[config.mk]
export PLATFORM = sky130hd
export DESIGN_NAME = upcd_demo_top
export DESIGN_NICKNAME = d
export VERILOG_FILES = /design/src/upcd_pkg.sv /design/src/upcd_chase.sv /design/src/upcd_demo_top.sv
export VERILOG_INCLUDE_DIRS = /design/src
export SDC_FILE = /design/constraint.sdc
export NUM_CORES = 1
export LEC_CHECK = 0
export ABC_CLOCK_PERIOD_IN_PS = 2780
export CAP_MARGIN = 20
export CELL_PAD_IN_SITES_DETAIL_PLACEMENT = 2
export CELL_PAD_IN_SITES_GLOBAL_PLACEMENT = 2
export CORE_ASPECT_RATIO = 1.75
export CORE_MARGIN = 5
export CORE_UTILIZATION = 44
export DETAILED_ROUTE_END_ITERATION = 12
export DONT_BUFFER_PORTS = 1
export GPL_TIMING_DRIVEN = 0
export PLACE_DENSITY = 0.81
export SETUP_SLACK_MARGIN = 0.1
export SYNTH_ARGS = -nofsm -noshare
export SYNTH_HDL_FRONTEND = slang
export SYNTH_HIERARCHICAL = 1
export SYNTH_SLANG_ARGS = --single-unit
[constraint.sdc]
create_clock -name clk -period 2.78 [get_ports clk]
set_clock_uncertainty 0.05 [all_clocks]
set_input_delay 0.556 -clock clk [delete_from_list [all_inputs] [get_ports clk]]
set_output_delay 0.556 -clock clk [all_outputs]
set_load 0.005 [all_outputs]
[src/upcd_demo_regs.svh]
`ifndef UPCD_DEMO_REGS_SVH
`define UPCD_DEMO_REGS_SVH

// User clock rate
`define UPCD_CLK_HZ        100000000
// Time each chase lamp stays lit, in milliseconds
`define UPCD_STEP_MS       100
// Lamp step in clock cycles, derived from the two figures above
`define UPCD_STEP_CYCLES   (`UPCD_STEP_MS * (`UPCD_CLK_HZ / 1000))
// Width of the step counter, wide enough for the default step
`define UPCD_STEP_CNT_W    24

// Chase lamp layout: bit 6 is D9, bit 0 is D3
`define UPCD_LAMP_N        7
`define UPCD_LAMP_RST      7'h40
`define UPCD_ERR_RST       1'h0

// Switch positions within switchInputs
`define UPCD_SW_ENABLE     0
`define UPCD_SW_START      1

`endif

[src/upcd_pkg.sv]
package upcd_pkg;

   typedef enum logic [1:0] {
      UPCD_IDLE   = 2'b00,
      UPCD_LAUNCH = 2'b01,
      UPCD_WAIT   = 2'b10
   } upcd_state_e;

   // Towards the hard checker
   typedef struct packed {
      logic enable;
      logic start;
   } upcd_chk_req_s;

   // From the hard checker
   typedef struct packed {
      logic done;
      logic err;
   } upcd_chk_rsp_s;

endpackage

[src/upcd_chase.sv]
`timescale 1ns/1ps
`include "upcd_demo_regs.svh"

module upcd_chase #(
   parameter int unsigned STEP_CYCLES = `UPCD_STEP_CYCLES
) (
   input  wire logic                     clk,
   input  wire logic                     rstN,
   input  wire logic                     clkEn,
   output logic [`UPCD_LAMP_N-1:0]       lamps
);

   localparam int CNT_W = `UPCD_STEP_CNT_W;

   logic [CNT_W-1:0]         stepCnt_ff;
   logic [CNT_W-1:0]         nxt_stepCnt;
   logic [`UPCD_LAMP_N-1:0]  lamps_ff;
   logic [`UPCD_LAMP_N-1:0]  nxt_lamps;
   logic                     stepTick;

   assign stepTick = (stepCnt_ff == CNT_W'(STEP_CYCLES - 1));

   // Runs whenever clkEn is high: nothing from the checker reaches here, so repair never stalls it
   always_comb begin
      nxt_stepCnt = stepCnt_ff + CNT_W'(1);
      nxt_lamps   = lamps_ff;
      if (stepTick) begin
         nxt_stepCnt = '0;
         nxt_lamps   = {lamps_ff[0], lamps_ff[`UPCD_LAMP_N-1:1]};
      end
   end

   always_ff @(posedge clk or negedge rstN) begin
      if (!rstN) begin
         stepCnt_ff <= '0;
         lamps_ff   <= `UPCD_LAMP_RST;
      end else if (clkEn) begin
         stepCnt_ff <= nxt_stepCnt;
         lamps_ff   <= nxt_lamps;
      end
   end

   assign lamps = lamps_ff;
endmodule // upcd_chase

[src/upcd_demo_top.sv]
// What this block does
// - Board reset clears all state asynchronously, except the chase lamps, which restart at D9.
// - First switch enables the upset checker.
// - Second switch starts one checker pass.
// - Seven lamps rotate one-hot, D9 to D3.
// - Rotation continues during memory repair.
// - Checker reads memory and detects errors.
// - Clean pass keeps error lamp off.
// - Dropping switches keeps clean indication.
// - Pass finding upset lights error lamp.
// - Error lamp stays lit after switches drop.
// - Clean pass after refresh clears lamp.
`timescale 1ns/1ps
`include "upcd_demo_regs.svh"

module upcd_demo_top #(
   parameter int unsigned STEP_CYCLES = `UPCD_STEP_CYCLES
) (
   input  wire logic                    clk,
   input  wire logic                    nrst,
   input  wire logic                    clkEn,
   input  wire logic [1:0]              switchInputs,
   input  upcd_pkg::upcd_chk_rsp_s      chkRsp,
   output upcd_pkg::upcd_chk_req_s      chkReq,
   output logic [`UPCD_LAMP_N-1:0]      chaseLamps,
   output logic                         errorLamp,
   output logic                         errorOut
);

   logic [1:0]                rstPipe_ff;
   logic                      rstN;
   logic [1:0]                swMeta_ff;
   logic [1:0]                swSync_ff;
   logic                      startPrev_ff;
   logic [1:0]                nxt_swMeta;
   logic [1:0]                nxt_swSync;
   logic                      nxt_startPrev;
   logic                      enSync;
   logic                      startSync;
   logic                      startRise;
   upcd_pkg::upcd_state_e     state_ff;
   upcd_pkg::upcd_state_e     nxt_state;
   logic                      errFlag_ff;
   logic                      nxt_errFlag;
   logic                      passDone;

   // Reset release synchroniser; runs regardless of clkEn so reset always leaves
   always_ff @(posedge clk or negedge nrst) begin
      if (!nrst) begin
         rstPipe_ff <= 2'h0;
      end else begin
         rstPipe_ff <= {rstPipe_ff[0], 1'h1};
      end
   end

   assign rstN = rstPipe_ff[1];

   // Switch synchronisers: the meta stage feeds only the sync stage
   always_comb begin
      nxt_swMeta    = switchInputs;
      nxt_swSync    = swMeta_ff;
      nxt_startPrev = swSync_ff[`UPCD_SW_START];
   end

   always_ff @(posedge clk or negedge rstN) begin
      if (!rstN) begin
         swMeta_ff    <= 2'h0;
         swSync_ff    <= 2'h0;
         startPrev_ff <= 1'h0;
      end else if (clkEn) begin
         swMeta_ff    <= nxt_swMeta;
         swSync_ff    <= nxt_swSync;
         startPrev_ff <= nxt_startPrev;
      end
   end

   assign enSync    = swSync_ff[`UPCD_SW_ENABLE];
   assign startSync = swSync_ff[`UPCD_SW_START];
   // Only an edge launches; a start held high gives one pass, not a stream
   assign startRise = startSync && !startPrev_ff;

   // Pass sequencer; enable dropping aborts without touching the indication
   always_comb begin
      nxt_state   = state_ff;
      nxt_errFlag = errFlag_ff;
      passDone    = 1'h0;
      case (state_ff)
         upcd_pkg::UPCD_IDLE: begin
            // Start without enable is ignored, the operator must enable first
            if (enSync && startRise) begin
               nxt_state = upcd_pkg::UPCD_LAUNCH;
            end
         end
         upcd_pkg::UPCD_LAUNCH: begin
            if (!enSync) begin
               nxt_state = upcd_pkg::UPCD_IDLE;
            end else begin
               nxt_state = upcd_pkg::UPCD_WAIT;
            end
         end
         upcd_pkg::UPCD_WAIT: begin
            if (!enSync) begin
               nxt_state = upcd_pkg::UPCD_IDLE;
            end else if (chkRsp.done) begin
               nxt_state   = upcd_pkg::UPCD_IDLE;
               passDone    = 1'h1;
               // Clean pass clears, upset sets; only a finished pass decides
               nxt_errFlag = chkRsp.err;
            end
         end
         default: begin
            nxt_state = upcd_pkg::UPCD_IDLE;
         end
      endcase
   end

   always_ff @(posedge clk or negedge rstN) begin
      if (!rstN) begin
         state_ff   <= upcd_pkg::UPCD_IDLE;
         errFlag_ff <= `UPCD_ERR_RST;
      end else if (clkEn) begin
         state_ff   <= nxt_state;
         // Held otherwise, so switches going low leave the lamp as it is
         errFlag_ff <= nxt_errFlag;
      end
   end

   assign chkReq.enable = enSync;
   // Gated so an enable dropped in the launch cycle never pulses start alone
   assign chkReq.start  = (state_ff == upcd_pkg::UPCD_LAUNCH) && enSync;
   assign errorLamp     = errFlag_ff;
   assign errorOut      = errFlag_ff;

   upcd_chase #(
      .STEP_CYCLES (STEP_CYCLES)
   ) u_chase (
      .clk   (clk),
      .rstN  (rstN),
      .clkEn (clkEn),
      .lamps (chaseLamps)
   );
endmodule // upcd_demo_top

==> results.yml <==
route:
  drt-total-wl_mm: 4.89
  first_iter_violations: 46
  ant_nets: 0
  avgRoutedWirePerCell_um: 21.0
  drc: 0
  vias: 1370
  drtPass1Iterations: 4
  drt-vias-per-instance: 5.88
setup_path:
  cp.arrival_ns: 2.71
  reg2reg_slack_ns: 0.20
  cp_max_fo: 10
  r2r-end: "u_chase/lamps[5]$_DFFE_PN0P_"
  start_kind: "flip-flop"
  max_stage_delay_ns: 0.54
  critPathKind: "reg2reg"
  critPathLaunch: "u_chase/stepCnt_ff[8]$_DFFE_PN0P_"
  slowest_stage: "or4_1"
  crit_chain: "or4_1 > or4_1 > nor4_4 > buf_4 > buf_6 > mux2_4"
  endpoint_kind: "flip-flop"
  crit_required_ns: 2.91
  r2r_start: "u_chase/stepCnt_ff[8]$_DFFE_PN0P_"
  rr_worst_depth: 6
  cpMostUsedCell: "or4_1"
worst_hold_path:
  whs_endpoint: "rstPipe_ff[1]$_DFF_PN0_"
  hp-start: "rstPipe_ff[0]$_DFF_PN0_"
  holdPathStages: 0
  hold_class: "reg2reg"
final_layout:
  drive_gt1_share_pct: 20.1
  stdcell_area_mm2: 0.00214
  regArea_mm2: 0.00103
  syn_to_final_growth_pct: 12.0
  fillerInstances: 431
  nets: 191
  antenna_cells: 0
  multi_input_area_um2: 815
floorplanning:
  initial_core_util_pct: 45.6
  die_area_mm2: 0.00581
  rows: 31
  coreArea_mm2: 0.00419
  io_pins: 18
  die_w_um: 59.8
  fp.dieH_um: 97.2
synthesis:
  synth_edf_count: 0
  synthCells: 170
  synth_flop_cell: "dfrtp_1"
  synthTopCellsByCount: "dfrtp_1 (40), nand2_1 (14), nand4_1 (10)"
  yosysMostFrequentCell: "dfrtp_1"
  syn_area_mm2: 0.00191
  synth.top_cell.area_share_pct: 52.4
  ys_async_sr_fraction_pct: 100
  synth.area.top_cells: "dfrtp_1 (52%), mux2_2 (5.3%), xor2_1 (4.1%)"
  ys_seq_elements: 41
  ys_warn_count: 6
  syn_nets: 178
  synth_top_area_cell: "dfrtp_1"
  ys_seq_area_share_pct: 53.8
  ys_types: 39
  synth.avg_cell_area_um2: 11.2
global_route:
  gr-usage-all-layers_pct: 18.3
  first_global_vias: 1598
  grt_overflow: 0
  antenna_found_initial: 0
  grt_pass1_wl_mm: 8.16
  grt_max_degree: 40
clock_network:
  clk_pin_slew_worst_paths_ns: 0.08
  htree_levels: 2
  cts_resized: 0
  clkLatencyLatePin_ns: 0.29
  ctsLongestPathBuffers: 2
  cts_made_buffers: 5
  cts_sinks: 41
  cts_tree: "yes"
  cts_root_buffer: "clkbuf_8"
sta:
  maxSlewViolCount: 0
  final-hold-violation-count: 0
  fmax_ghz: 0.388
  worst_slew_margin_rel_pct: 42.8
  finalCritPeriodShare_pct: 92.6
  setup_violations: 0
  rsz0062_at_grt: "no"
  fin_tns_setup_ns: 0
  setup_slack_ns: 0.204
  fin_crit_ns: 2.58
  tightest_slew_ns: 0.858
power_and_ir_drop:
  powerDensity_mw_per_mm2: 655
  leakage_nw: 0.948
  p_total_mw: 1.40
  max-vdd-ir-drop_v: 0.000387
placed_design:
  place.gp.congestion: 0.786
  place_ws_ns: 0.0666
  io_buffers: 0
  placed_cell_area_mm2: 0.00197
  place_hpwl_mm: 3.31
flow_run:
  cap_violations: 0
status:
  status: "completed"
## final cells by class
cell class	instances	share of cell area [%]
Sequential cell	41	48.0
Multi-Input combinational cell	117	38.0
Clock buffer	6	3.86
Tap cell	49	2.86
Timing Repair Buffer	6	2.22
Buffer	6	2.16
Clock inverter	2	1.75
Inverter	6	1.05
## stage by stage
stage / hold slack, ns / std cells / utilization, %
6_report: 0.314 / 233 / 51.1
3_5_place_dp: 0.210 / 219 / 47.1
3_3_place_gp: 0.210 / 219 / 47.1
4_1_cts: 0.322 / 230 / 50.6
5_1_grt: 0.319 / 233 / 51.1
2_1_floorplan: 0.210 / 170 / -
## where the power goes
part / internal (mW) / switching, mW
clock network: 0.292 / 0.215
registers: 0.655 / 0.0849
logic: 0.0746 / 0.0821
total: 1.02 / 0.382
## routing by layer
metal | global-route usage (%) | routed length, um | vias up
met5 | 0 | 0 | -
met4 | 5.12 | 61 | 0
met3 | 3.59 | 105 | 8
met2 | 33.7 | 2930 | 11
met1 | 20.2 | 1790 | 722
li1 | - | - | 629
## registers in the layout (all words and copies together) (netlist names)
name,flops
u_chase/lamps,7
rstPipe_ff,2
nxt_swSync,2
state_ff,2
errorLamp,1
u_chase/stepCnt_ff,24
swSync_ff,2
startPrev_ff,1
## worst max-delay path: cells and delay by family (launching register included)
family                 cells  cell delay (ns)
and+or+nand+nor            3             1.29
muxes                      1             0.31
DFF                        1             0.45
buffers and inverters      2             0.35
## what timing repair did
action,CTS,global route
setup buffers,2,3
pin swaps,1,1
endpoints found under the setup margin,2,2
hold buffers,1,0
endpoints found under the hold margin,2,0
## layout by cell type, fill, tap and decap left out, types with 4 or more instances in the layout
cell / instances
a21oi_1: 7
buf_4: 7
clkbuf_8: 6
dfrtp_1: 39
inv_1: 6
mux2_2: 9
nand2_1: 14
nand3_1: 4
nand4_1: 10
nor2_1: 6
nor3_1: 6
nor4_1: 5
o21ai_0: 7
or3_1: 4
or4_1: 6
xnor2_1: 7
xor2_1: 9
## how the worst max path moves through the flow
stage	to	slack [ns]	depth (start not counted)
2_1_floorplan	u_chase/lamps[4]$_DFFE_PN0P_	0.35	5
3_3_place_gp	u_chase/lamps[5]$_DFFE_PN0P_	0.11	5
6_report	u_chase/lamps[5]$_DFFE_PN0P_	0.20	6
4_1_cts	u_chase/stepCnt_ff[20]$_DFFE_PN0P_	0.10	6
3_5_place_dp	u_chase/lamps[5]$_DFFE_PN0P_	0.07	5
5_1_grt	u_chase/lamps[5]$_DFFE_PN0P_	0.11	6
## cells by family (layout without fill, tap and decap cells)
logic type	Yosys count	after routing	share of synthesized area, %
AND/OR/NAND/NOR	67	67	20.6
flip-flops	41	41	53.8
AO/OA/AOI/OAI	19	19	5.89
XOR/XNOR	16	16	7.33
multiplexers	13	13	7.99
buffers and inverters	12	26	3.60
adder cells (fa/ha/maj)	1	1	0.655
other	1	1	0.196
No activity file was read; power rests on OpenSTA's default activity.
